**src/rtl/flow_vlan_pkg.sv**
```systemverilog
// shared constants for the flow-control and vlan-detect block
package flow_vlan_pkg;
    // register indices; byte address is four times the index
    localparam logic [3:0] IDX_FLOW     = 4'h8;
    localparam logic [3:0] IDX_VLAN_ONE = 4'h9;
    localparam logic [3:0] IDX_VLAN_TWO = 4'ha;
    localparam logic [3:0] IDX_CTRL     = 4'hd;
    localparam logic [3:0] IDX_STAT     = 4'he;
    // flow register fields
    localparam int FLOW_PT_LSB   = 16;
    localparam int FLOW_PASS_BIT = 2;
    localparam int FLOW_EN_BIT   = 1;
    localparam int FLOW_BUSY_BIT = 0;
    // control register fields
    localparam int CTRL_FDX_BIT   = 0;
    localparam int CTRL_TXEN_BIT  = 1;
    localparam int CTRL_PROM_BIT  = 2;
    localparam int CTRL_SEND_BIT  = 3;
    localparam logic [31:0] RESET_VALUE = 32'h0000_0000;
    // frame layout, zero-based byte positions
    localparam int TYPE_HI_POS  = 12;
    localparam int TYPE_LO_POS  = 13;
    localparam int OPC_HI_POS   = 14;
    localparam int OPC_LO_POS   = 15;
    localparam int PT_HI_POS    = 16;
    localparam int PT_LO_POS    = 17;
    localparam int DA_LEN       = 6;
    localparam int SA_LEN       = 6;
    localparam int MAX_LEN      = 1518;
    localparam int MAX_LEN_VLAN = 1522;
    localparam int PAUSE_BYTES  = 60;
    localparam logic [15:0] CTRL_TYPE    = 16'h8808;
    localparam logic [15:0] PAUSE_OPCODE = 16'h0001;
    localparam logic [47:0] PAUSE_DA     = 48'h0180_c200_0001;
    // slot time is 512 bit times, 5120 ns at 100 Mb/s
    localparam int CLK_PERIOD_NS = 10;
    localparam int SLOT_TIME_NS  = 5120;
    localparam int SLOT_CYCLES   = SLOT_TIME_NS / CLK_PERIOD_NS;
endpackage

```
**src/rtl/pause_frame_gen.sv**
```systemverilog
// byte sequencer for an outgoing pause control frame
`timescale 1ns/1ns
module pause_frame_gen #(
    parameter logic [47:0] STATION_ADDR = 48'h0200_0000_0001
) (
    input  wire logic        clk,
    input  wire logic        rst,
    input  wire logic        start,
    input  wire logic [15:0] pause_time,
    output logic             valid,
    output logic [7:0]       data,
    input  wire logic        ready,
    output logic             active
);
    localparam int CW = 6;
    logic [CW-1:0] idx_reg;
    logic [CW-1:0] idx_next;
    logic          act_reg;
    logic [15:0]   pt_reg;
    logic [7:0]    byte_reg;

    function automatic logic [7:0] frame_byte(input logic [CW-1:0] i, input logic [15:0] pt);
        int k;
        k = int'(i);
        if (k < flow_vlan_pkg::DA_LEN)
            frame_byte = flow_vlan_pkg::PAUSE_DA[8'(47 - 8 * k) -: 8];
        else if (k < flow_vlan_pkg::DA_LEN + flow_vlan_pkg::SA_LEN)
            frame_byte = STATION_ADDR[8'(95 - 8 * k) -: 8];
        else if (k == flow_vlan_pkg::TYPE_HI_POS)
            frame_byte = flow_vlan_pkg::CTRL_TYPE[15:8];
        else if (k == flow_vlan_pkg::TYPE_LO_POS)
            frame_byte = flow_vlan_pkg::CTRL_TYPE[7:0];
        else if (k == flow_vlan_pkg::OPC_HI_POS)
            frame_byte = flow_vlan_pkg::PAUSE_OPCODE[15:8];
        else if (k == flow_vlan_pkg::OPC_LO_POS)
            frame_byte = flow_vlan_pkg::PAUSE_OPCODE[7:0];
        else if (k == flow_vlan_pkg::PT_HI_POS)
            frame_byte = pt[15:8];
        else if (k == flow_vlan_pkg::PT_LO_POS)
            frame_byte = pt[7:0];
        else
            frame_byte = 8'h00;
    endfunction

    wire last_byte = idx_reg == CW'(flow_vlan_pkg::PAUSE_BYTES - 1);
    wire step      = act_reg && ready;
    assign idx_next = step ? (last_byte ? '0 : idx_reg + CW'(1)) : idx_reg;
    assign valid  = act_reg;
    assign data   = byte_reg;
    assign active = act_reg;

    always_ff @(posedge clk) begin
        if (rst) begin
            idx_reg  <= '0;
            act_reg  <= 1'b0;
            pt_reg   <= 16'h0000;
            byte_reg <= 8'h00;
        end else begin
            idx_reg <= idx_next;
            if (start && !act_reg) begin
                act_reg  <= 1'b1;
                pt_reg   <= pause_time;
                byte_reg <= frame_byte('0, pause_time);
            end else if (step) begin
                act_reg  <= !last_byte;
                byte_reg <= frame_byte(idx_next, pt_reg);
            end
        end
    end
endmodule

```
**src/rtl/rx_frame_inspect.sv**
```systemverilog
// parses incoming frames for pause commands, vlan tags and length
`timescale 1ns/1ns
module rx_frame_inspect (
    input  wire logic        clk,
    input  wire logic        rst,
    input  wire logic        rx_valid,
    input  wire logic [7:0]  rx_data,
    input  wire logic        rx_end,
    input  wire logic        decode_en,
    input  wire logic [15:0] tag_one,
    input  wire logic [15:0] tag_two,
    output logic             done,
    output logic             is_pause,
    output logic [15:0]      pause_quanta,
    output logic             is_vlan,
    output logic             too_long
);
    logic [10:0] cnt_reg;
    logic [47:0] da_reg;
    logic [15:0] type_reg;
    logic [15:0] opc_reg;
    logic [15:0] pt_reg;
    logic        long_reg;

    wire [10:0] cnt_next = (cnt_reg == 11'h7ff) ? cnt_reg : cnt_reg + 11'h001;
    wire vlan_hit  = (type_reg == tag_one) || (type_reg == tag_two);
    wire [10:0] limit = vlan_hit ? 11'(flow_vlan_pkg::MAX_LEN_VLAN) : 11'(flow_vlan_pkg::MAX_LEN);
    wire pause_hit = decode_en && da_reg == flow_vlan_pkg::PAUSE_DA &&
                     type_reg == flow_vlan_pkg::CTRL_TYPE && opc_reg == flow_vlan_pkg::PAUSE_OPCODE;

    always_ff @(posedge clk) begin
        if (rst) begin
            cnt_reg <= '0; da_reg <= '0; type_reg <= '0; opc_reg <= '0; pt_reg <= '0;
            long_reg <= 1'b0; done <= 1'b0; is_pause <= 1'b0; pause_quanta <= '0;
            is_vlan <= 1'b0; too_long <= 1'b0;
        end else begin
            done <= rx_end;
            if (rx_valid) begin
                cnt_reg <= cnt_next;
                if (cnt_reg < 11'(flow_vlan_pkg::DA_LEN))
                    da_reg <= {da_reg[39:0], rx_data};
                if (cnt_reg == 11'(flow_vlan_pkg::TYPE_HI_POS) || cnt_reg == 11'(flow_vlan_pkg::TYPE_LO_POS))
                    type_reg <= {type_reg[7:0], rx_data};
                if (cnt_reg == 11'(flow_vlan_pkg::OPC_HI_POS) || cnt_reg == 11'(flow_vlan_pkg::OPC_LO_POS))
                    opc_reg <= {opc_reg[7:0], rx_data};
                if (cnt_reg == 11'(flow_vlan_pkg::PT_HI_POS) || cnt_reg == 11'(flow_vlan_pkg::PT_LO_POS))
                    pt_reg <= {pt_reg[7:0], rx_data};
                if (cnt_reg >= limit)
                    long_reg <= 1'b1;
            end
            if (rx_end) begin
                is_pause     <= pause_hit;
                pause_quanta <= pt_reg;
                is_vlan      <= vlan_hit;
                too_long     <= long_reg || (rx_valid && cnt_reg >= limit);
                cnt_reg <= '0; da_reg <= '0; type_reg <= '0; opc_reg <= '0; long_reg <= 1'b0;
            end
        end
    end
endmodule

```
**src/rtl/mac_flow_control_vlan_detect.sv**
```systemverilog
// top of the flow-control and vlan-detect block with its wishbone slave
//
// Local design decision: the Wishbone register port.
`timescale 1ns/1ns
module mac_flow_control_vlan_detect #(
    parameter logic [47:0] STATION_ADDR = 48'h0200_0000_0001, // arbitrary source address
    parameter int          SLOT_CYCLES  = flow_vlan_pkg::SLOT_CYCLES
) (
    input  wire logic        CLK,
    input  wire logic        SYS_RST,
    input  wire logic        WB_CYC_I,
    input  wire logic        WB_STB_I,
    input  wire logic        WB_WE_I,
    input  wire logic [5:0]  WB_ADR_I,
    input  wire logic [3:0]  WB_SEL_I,
    input  wire logic [31:0] WB_DAT_I,
    output logic [31:0]      WB_DAT_O,
    output logic             WB_ACK_O,
    input  wire logic        RX_VALID,
    input  wire logic [7:0]  RX_DATA,
    input  wire logic        RX_END,
    input  wire logic        RX_GOOD,
    input  wire logic        RX_ADDR_PASS,
    input  wire logic        RX_CONGESTED,
    output logic             RX_FWD_VALID,
    output logic [7:0]       RX_FWD_DATA,
    output logic             RX_STAT_VALID,
    output logic             RX_STAT_FILTER,
    output logic             RX_STAT_GOOD,
    output logic             RX_STAT_VLAN,
    output logic             RX_STAT_TOO_LONG,
    output logic             RX_STAT_CONTROL,
    output logic             TX_HOLD,
    output logic             TX_PAUSE_VALID,
    output logic [7:0]       TX_PAUSE_DATA,
    input  wire logic        TX_PAUSE_READY,
    output logic             BACKPRESSURE
);
    initial begin
        if (SLOT_CYCLES < 1 || SLOT_CYCLES > 65535)
            $error("slot cycle count out of range");
    end

    logic [31:0] flow_reg;
    logic [31:0] vlan_one_reg;
    logic [31:0] vlan_two_reg;
    logic [2:0]  ctrl_reg;
    logic        send_reg;
    logic        ack_reg;
    logic [31:0] rdata_reg;
    logic [15:0] quanta_reg;
    logic [15:0] slot_reg;
    logic        bp_reg;
    logic        last_pause_reg;

    function automatic logic [31:0] merge(input logic [31:0] old, input logic [31:0] nw, input logic [3:0] sel);
        for (int b = 0; b < 4; b++)
            merge[8*b +: 8] = sel[b] ? nw[8*b +: 8] : old[8*b +: 8];
    endfunction

    // bus decode; byte address bits 1:0 are ignored
    wire       req       = WB_CYC_I && WB_STB_I;
    wire [3:0] idx       = WB_ADR_I[5:2];
    wire       wr        = req && WB_WE_I && !ack_reg;
    wire       wr_flow   = wr && idx == flow_vlan_pkg::IDX_FLOW;
    wire       wr_v1     = wr && idx == flow_vlan_pkg::IDX_VLAN_ONE;
    wire       wr_v2     = wr && idx == flow_vlan_pkg::IDX_VLAN_TWO;
    wire       wr_ctrl   = wr && idx == flow_vlan_pkg::IDX_CTRL;

    wire        full_duplex = ctrl_reg[flow_vlan_pkg::CTRL_FDX_BIT];
    wire        tx_enable   = ctrl_reg[flow_vlan_pkg::CTRL_TXEN_BIT];
    wire        promiscuous = ctrl_reg[flow_vlan_pkg::CTRL_PROM_BIT];
    wire        fc_enable   = flow_reg[flow_vlan_pkg::FLOW_EN_BIT];
    wire        pass_ctrl   = flow_reg[flow_vlan_pkg::FLOW_PASS_BIT];
    wire [15:0] pause_time_value = flow_reg[flow_vlan_pkg::FLOW_PT_LSB +: 16];

    // receive side
    wire        insp_done;
    wire        insp_pause;
    wire [15:0] insp_quanta;
    wire        insp_vlan;
    wire        insp_long;
    logic       stat_good_reg;

    rx_frame_inspect u_inspect (
        .clk          (CLK),
        .rst          (SYS_RST),
        .rx_valid     (RX_VALID),
        .rx_data      (RX_DATA),
        .rx_end       (RX_END),
        .decode_en    (fc_enable),
        .tag_one      (vlan_one_reg[15:0]),
        .tag_two      (vlan_two_reg[15:0]),
        .done         (insp_done),
        .is_pause     (insp_pause),
        .pause_quanta (insp_quanta),
        .is_vlan      (insp_vlan),
        .too_long     (insp_long)
    );

    wire valid_pause = insp_pause && stat_good_reg && !insp_long;
    wire act_pause   = insp_done && valid_pause && full_duplex && fc_enable;
    // promiscuous mode wins over the control-frame pass bit, which wins over the address-pass result
    wire filter_bit  = promiscuous ? 1'b1 :
                       valid_pause ? pass_ctrl :
                       last_pause_reg;

    // transmit side
    wire gen_active;
    wire gen_start = send_reg && tx_enable && full_duplex;

    pause_frame_gen #(
        .STATION_ADDR (STATION_ADDR)
    ) u_gen (
        .clk        (CLK),
        .rst        (SYS_RST),
        .start      (gen_start),
        .pause_time (pause_time_value),
        .valid      (TX_PAUSE_VALID),
        .data       (TX_PAUSE_DATA),
        .ready      (TX_PAUSE_READY),
        .active     (gen_active)
    );

    wire bp_next = !full_duplex && fc_enable && tx_enable && RX_CONGESTED;
    wire busy    = gen_active || bp_reg;
    wire paused  = quanta_reg != 16'h0000;
    wire slot_end = slot_reg == 16'(SLOT_CYCLES - 1);

    wire [31:0] flow_view = {flow_reg[31:1], busy};
    wire [31:0] stat_view = {quanta_reg, 13'h0000, bp_reg, gen_active, paused};
    wire [31:0] rd_mux =
        idx == flow_vlan_pkg::IDX_FLOW     ? flow_view :
        idx == flow_vlan_pkg::IDX_VLAN_ONE ? {16'h0000, vlan_one_reg[15:0]} :
        idx == flow_vlan_pkg::IDX_VLAN_TWO ? {16'h0000, vlan_two_reg[15:0]} :
        idx == flow_vlan_pkg::IDX_CTRL     ? {29'h0000_0000, ctrl_reg} :
        idx == flow_vlan_pkg::IDX_STAT     ? stat_view : 32'h0000_0000;

    assign WB_ACK_O     = ack_reg;
    assign WB_DAT_O     = rdata_reg;
    assign TX_HOLD      = paused;
    assign BACKPRESSURE = bp_reg;
    assign RX_STAT_VALID = insp_done;
    assign RX_STAT_FILTER = filter_bit;

    // wishbone slave, one wait state, unmapped reads return zero
    always_ff @(posedge CLK) begin
        if (SYS_RST) begin
            ack_reg   <= 1'b0;
            rdata_reg <= flow_vlan_pkg::RESET_VALUE;
        end else begin
            ack_reg   <= req && !ack_reg;
            rdata_reg <= (req && !ack_reg) ? rd_mux : rdata_reg;
        end
    end

    // register file; busy bit has no storage so a written one is dropped
    always_ff @(posedge CLK) begin
        if (SYS_RST) begin
            flow_reg     <= flow_vlan_pkg::RESET_VALUE;
            vlan_one_reg <= flow_vlan_pkg::RESET_VALUE;
            vlan_two_reg <= flow_vlan_pkg::RESET_VALUE;
            ctrl_reg     <= 3'h0;
        end else begin
            if (wr_flow)
                flow_reg <= merge(flow_reg, WB_DAT_I, WB_SEL_I) & 32'hffff_0006;
            if (wr_v1)
                vlan_one_reg <= merge(vlan_one_reg, WB_DAT_I, WB_SEL_I) & 32'h0000_ffff;
            if (wr_v2)
                vlan_two_reg <= merge(vlan_two_reg, WB_DAT_I, WB_SEL_I) & 32'h0000_ffff;
            if (wr_ctrl && WB_SEL_I[0])
                ctrl_reg <= WB_DAT_I[2:0];
        end
    end

    // send request waits until the generator takes it, tx is turned off or full duplex is cleared
    always_ff @(posedge CLK) begin
        if (SYS_RST)
            send_reg <= 1'b0;
        else if (wr_ctrl && WB_SEL_I[0] && WB_DAT_I[flow_vlan_pkg::CTRL_SEND_BIT])
            send_reg <= 1'b1;
        else if ((gen_start && !gen_active) || !tx_enable || !full_duplex)
            send_reg <= 1'b0;
    end

    // pause timer: quanta count down once per slot time
    always_ff @(posedge CLK) begin
        if (SYS_RST) begin
            quanta_reg <= 16'h0000;
            slot_reg   <= 16'h0000;
        end else if (act_pause) begin
            quanta_reg <= insp_quanta;
            slot_reg   <= 16'h0000;
        end else if (!fc_enable || !full_duplex) begin
            quanta_reg <= 16'h0000;
            slot_reg   <= 16'h0000;
        end else if (paused) begin
            slot_reg   <= slot_end ? 16'h0000 : slot_reg + 16'h0001;
            quanta_reg <= slot_end ? quanta_reg - 16'h0001 : quanta_reg;
        end
    end

    always_ff @(posedge CLK) begin
        if (SYS_RST) begin
            bp_reg         <= 1'b0;
            stat_good_reg  <= 1'b0;
            last_pause_reg <= 1'b0;
        end else begin
            bp_reg <= bp_next;
            if (RX_END)
                stat_good_reg <= RX_GOOD;
            last_pause_reg <= RX_ADDR_PASS;
        end
    end

    // every byte and every status word goes out, good or bad
    always_ff @(posedge CLK) begin
        if (SYS_RST) begin
            RX_FWD_VALID     <= 1'b0;
            RX_FWD_DATA      <= 8'h00;
            RX_STAT_GOOD     <= 1'b0;
            RX_STAT_VLAN     <= 1'b0;
            RX_STAT_TOO_LONG <= 1'b0;
            RX_STAT_CONTROL  <= 1'b0;
        end else begin
            RX_FWD_VALID <= RX_VALID;
            RX_FWD_DATA  <= RX_VALID ? RX_DATA : RX_FWD_DATA;
            if (RX_END) begin
                RX_STAT_GOOD <= RX_GOOD;
            end
            RX_STAT_VLAN     <= insp_vlan;
            RX_STAT_TOO_LONG <= insp_long;
            RX_STAT_CONTROL  <= insp_pause;
        end
    end
endmodule

```
**config.mk**
```make
export PLATFORM = sky130hd
export DESIGN_NAME = mac_flow_control_vlan_detect
export DESIGN_NICKNAME = d
export VERILOG_FILES = /design/src/rtl/flow_vlan_pkg.sv /design/src/rtl/pause_frame_gen.sv /design/src/rtl/rx_frame_inspect.sv /design/src/rtl/mac_flow_control_vlan_detect.sv
export SDC_FILE = /design/constraint.sdc
export NUM_CORES = 1
export LEC_CHECK = 0
export BUFFER_PORTS_ARGS = -buffer_cell sky130_fd_sc_hd__clkbuf_2
export CORE_ASPECT_RATIO = 1.2
export CORE_MARGIN = 2
export CORE_UTILIZATION = 35
export DETAILED_ROUTE_END_ITERATION = 8
export GPL_TIMING_DRIVEN = 0
export SLEW_MARGIN = 20
export SYNTH_ARGS = -nofsm -noshare
export SYNTH_HDL_FRONTEND = slang
export SYNTH_HIERARCHICAL = 1
export SYNTH_SLANG_ARGS = --single-unit
```
**constraint.sdc**
```tcl
create_clock -name CLK -period 3.3 [get_ports CLK]
set_input_delay 0.66 -clock CLK [delete_from_list [all_inputs] [get_ports CLK]]
set_output_delay 0.66 -clock CLK [all_outputs]
set_load 0.05 [all_outputs]
```
==> results by group <==
Power and ir drop
  – Peak supply drop: ~310 uV
  – Power Dens Cells: ~530 nW/um^2
  – Leak Pwr: about 6 nW
  – Overall power: 8.01 mW

Critical path
  – Most used cell, CP: inv_1
  – Critical Path Source: quanta_reg[0]
  – Worst Setup End Kind: output port
  – Crit path max-delay family: buffers and inverters
  – CP peak stage delay: 0.36 ns
  – CP max FO: 10
  – CP endpoint: TX_HOLD
  – Crit-path slowest cell: nor3b_4
  – Instance count on the critical path: 8
  – Worst Setup Start Kind: flop
  – Crit path cell chain: inv_1 > ha_1 > nor3b_4 > and4_1 > clkbuf_4 > inv_1 > buf_2 > buf_4
  – Crit path kind: reg2out
  – Worst r2r src: u_gen/idx_reg[0]
  – Worst R2R Setup Slack: 0.21 ns
  – Buf/Inv on CP: 5
  – Arrival time at the worst endpoint: between 2 and 3 ns
  – Path depth of the worst reg2reg path: 10
  – Worst endpoint required time: approximately 2.6 ns
  – Reg2reg end: u_gen/data[3]

Synth
  – #FFs+latches synth: around 290
  – Yosys cell types: between 80 and 90
  – Ys Warns: 6
  – Syn_nets: 1562
  – Synthesized cell area: approximately 13000 sq um
  – Cells after Synth: 1486
  – EDFF count, synth: 0
  – Synth async-reset ratio: 0%
  – Avg Cell Area, Syn: ~8.6 sq um
  – Post-synth top flop: dfxtp_1
  – Post-synthesis sequential area ratio: 45.9%

STA
  – Final worst setup slack: roughly 0.14 ns
  – RSZ-0062 raised after global routing: false
  – Max-slew headroom: ~47%
  – Final Setup Violations: 0
  – Setup Total Neg Slack: 0 ns
  – Hold Violations, Final: 0
  – Slew Limit Fails: 0
  – Period utilization: roughly 96%
  – Minimum clock period after layout: 3.16 ns
  – Fmax: roughly 320 MHz
  – Slew of the pin with the lowest slew margin: 0.790 ns
  – Worst-case clock skew: 0.0120 ns

Placement
  – Placed cell areas: ~14000 sq um
  – Dpl ws: ~0.29 ns
  – Placer Congestion: 0.901
  – Dpl cells: between 2000 and 2500
  – Port Buffers: 114
  – Detailed placer's ending HPWL: 27900 um

Global routing
  – First-pass GRT wire length: 59100 um
  – Met3 global-route usage: 3.21%
  – GR Util met1: between 20 and 25%
  – Remaining global-route overflow: 0
  – Initial antenna violation count: 0
  – Top Usage Layer GRT: met2
  – Vias in the first global route: 11000
  – Routing usage on met2: about a third
  – Gr usage total: between 10% and 20%
  – Largest net degree at the start of global routing: 14

Floorplanning
  – Die Y: 213 um
  – Die ar.: about 38000 sq um
  – I/O pins: 120
  – Core area: about 36000 sq um
  – Starting Density: 35.5%
  – Row cnt: 76
  – Die X: roughly 180 um

Flow run
  – Max-Cap Viols: 0

Outcome
  – Outcome: completed

Detailed routing
  – Via density: around 5.3
  – DR vias: between 10000 and 15000
  – DRC viols: 0
  – Post-DRT Antenna Nets: 0
  – Wire per inst: about 18 um
  – DRT Wirelength: between 30000 and 40000 um
  – Drt initial violations: roughly 650
  – DR pass1 iterations: 5

CTS
  – H-Tree Depth: 2
  – Clock tree buffer depth: 3
  – CTS root buffer: clkbuf_16
  – TritonCTS sink count: 293
  – Clk pin slew, worst setup/hold paths: 0.06 ns
  – Total CTS buffers: 34
  – Hold_buf cts: 0
  – TritonCTS clock tree: yes
  – Clock Latency Late Sink: roughly 0.52 ns

Layout
  – Max FFs per register: between 40 and 50
  – Antenna cell count: 0
  – Post-route cell area: about 15000 sq um
  – Layout cells sized above 1: 13.7%
  – Nets: approximately 1700
  – Final Non-Filler Cells: roughly 2100
  – Syn-to-layout area delta: 18.5%

Hold path
  – Hold crit path type: in2reg
-- cells in the final DEF, fill, tap and decap left out, types with 7 or more instances in the layout --
cell,instances
mux2i_1,86
nor2_1,169
xnor2_1,15
nand4_1,25
nor3_1,53
clkbuf_8,7
dfxtp_1,293
clkbuf_16,37
o21ai_0,10
nand2_1,250
inv_1,17
nand3_1,44
nor4b_1,12
or4_1,9
clkbuf_2,114
clkbuf_1,73
nor2b_1,13
a31oi_1,8
a21oi_1,148
buf_2,11
a221oi_1,30
ha_1,15
or3_1,8
clkinv_2,7
buf_6,7
nor4_1,24
xor2_1,36
-- report_power, final --
group / switching, mW / leakage [nW] / internal (mW) / total [mW]
sequential: 0.0274 / 2.37 / 3.58 / 3.60
combinational: 0.342 / 3.05 / 0.118 / 0.460
clock: 1.51 / 0.593 / 2.43 / 3.94
-- cell type report --
cell class / instances / area [sq um]
tap: 468 / 586
sequential: 293 / 5870
clock inverter: 13 / 151
multi-input combinational: 1082 / 6420
buffer: 94 / 439
inverter: 17 / 63.8
fill: 3635 / 20800
timing repair buffer: 115 / 581
clock buffer: 48 / 1040
-- cell usage after synthesis, types with 5 or more instances --
master | n | area (sq um)
dfxtp_1 | 293 | 5870
nand2_1 | 250 | 938
nor2_1 | 169 | 634
a21oi_1 | 148 | 741
mux2i_1 | 86 | 861
clkbuf_1 | 69 | 259
nor3_1 | 53 | 265
nand3_1 | 44 | 220
xor2_1 | 36 | 315
a221oi_1 | 30 | 263
nand4_1 | 25 | 156
nor4_1 | 24 | 150
inv_1 | 17 | 63.8
ha_1 | 15 | 188
xnor2_1 | 15 | 131
nor2b_1 | 13 | 81.3
buf_2 | 12 | 60.1
nor4b_1 | 12 | 105
o21ai_0 | 10 | 50.1
or4_1 | 9 | 67.6
a31oi_1 | 8 | 50.1
or3_1 | 8 | 50.1
buf_6 | 7 | 78.8
a221o_1 | 6 | 60.1
nand2b_1 | 6 | 37.5
and3_1 | 5 | 31.3
nor4bb_1 | 5 | 50.1
-- repair_timing --
action                     4_1_cts  5_1_grt
resized for setup                1        4
setup buffers                    0        1
setup endpoints to repair        1        1
-- worst min path at each step --
stage	startpoint	end	slack [ns]	cells past startpoint
after floorplan	u_inspect/da_reg[40]	u_inspect/da_reg[40]	0.43	2
after global placement	u_gen/data[3]	u_gen/data[3]	0.44	2
after detailed placement	u_inspect/da_reg[42]	u_inspect/da_reg[42]	0.45	2
after CTS	RX_ADDR_PASS	last_pause_reg	0.34	2
after global routing	RX_ADDR_PASS	last_pause_reg	0.36	2
final	RX_ADDR_PASS	last_pause_reg	0.36	2
-- metal layers --
layer | wire, um | vias to the layer above | part of all wire, %
met3 | 2190 | 88 | 5.9
met1 | 16100 | 5354 | 43
met2 | 17700 | 331 | 47
met4 | 1480 | 0 | 4.0
met5 | 0 | - | 0
li1 | - | 5556 | -
-- kinds of logic (layout without fill, tap and decap cells) --
family	Yosys count	after routing	synth area share (%)
AND/OR/NAND/NOR	663	663	24.9
XOR/XNOR	51	51	3.50
multiplexers	89	89	7.02
buffers and inverters	111	287	3.92
adder cells (fa/ha/maj)	15	15	1.47
AO/OA/AOI/OAI	264	264	13.3
flip-flops	293	293	45.9
-- worst register-to-register path, delay by kind of cell (launching register included) --
| kind | cells | cell delay, ns |
|---|---|---|
| adder cells (fa/ha/maj) | 2 | 0.59 |
| flip-flops | 1 | 0.47 |
| AO/OA/AOI/OAI | 3 | 0.87 |
| AND/OR/NAND/NOR | 4 | 0.93 |
| buffers and inverters | 1 | 0.16 |
-- through the flow --
stage                     hold WS, ns  utilization, %
final                           0.361            42.1
after global routing            0.358            42.1
after CTS                       0.336            42.1
after detailed placement        0.445            38.8
after global placement          0.441            38.8
after floorplan                 0.427               -
Power figures use the tool's default switching activity.
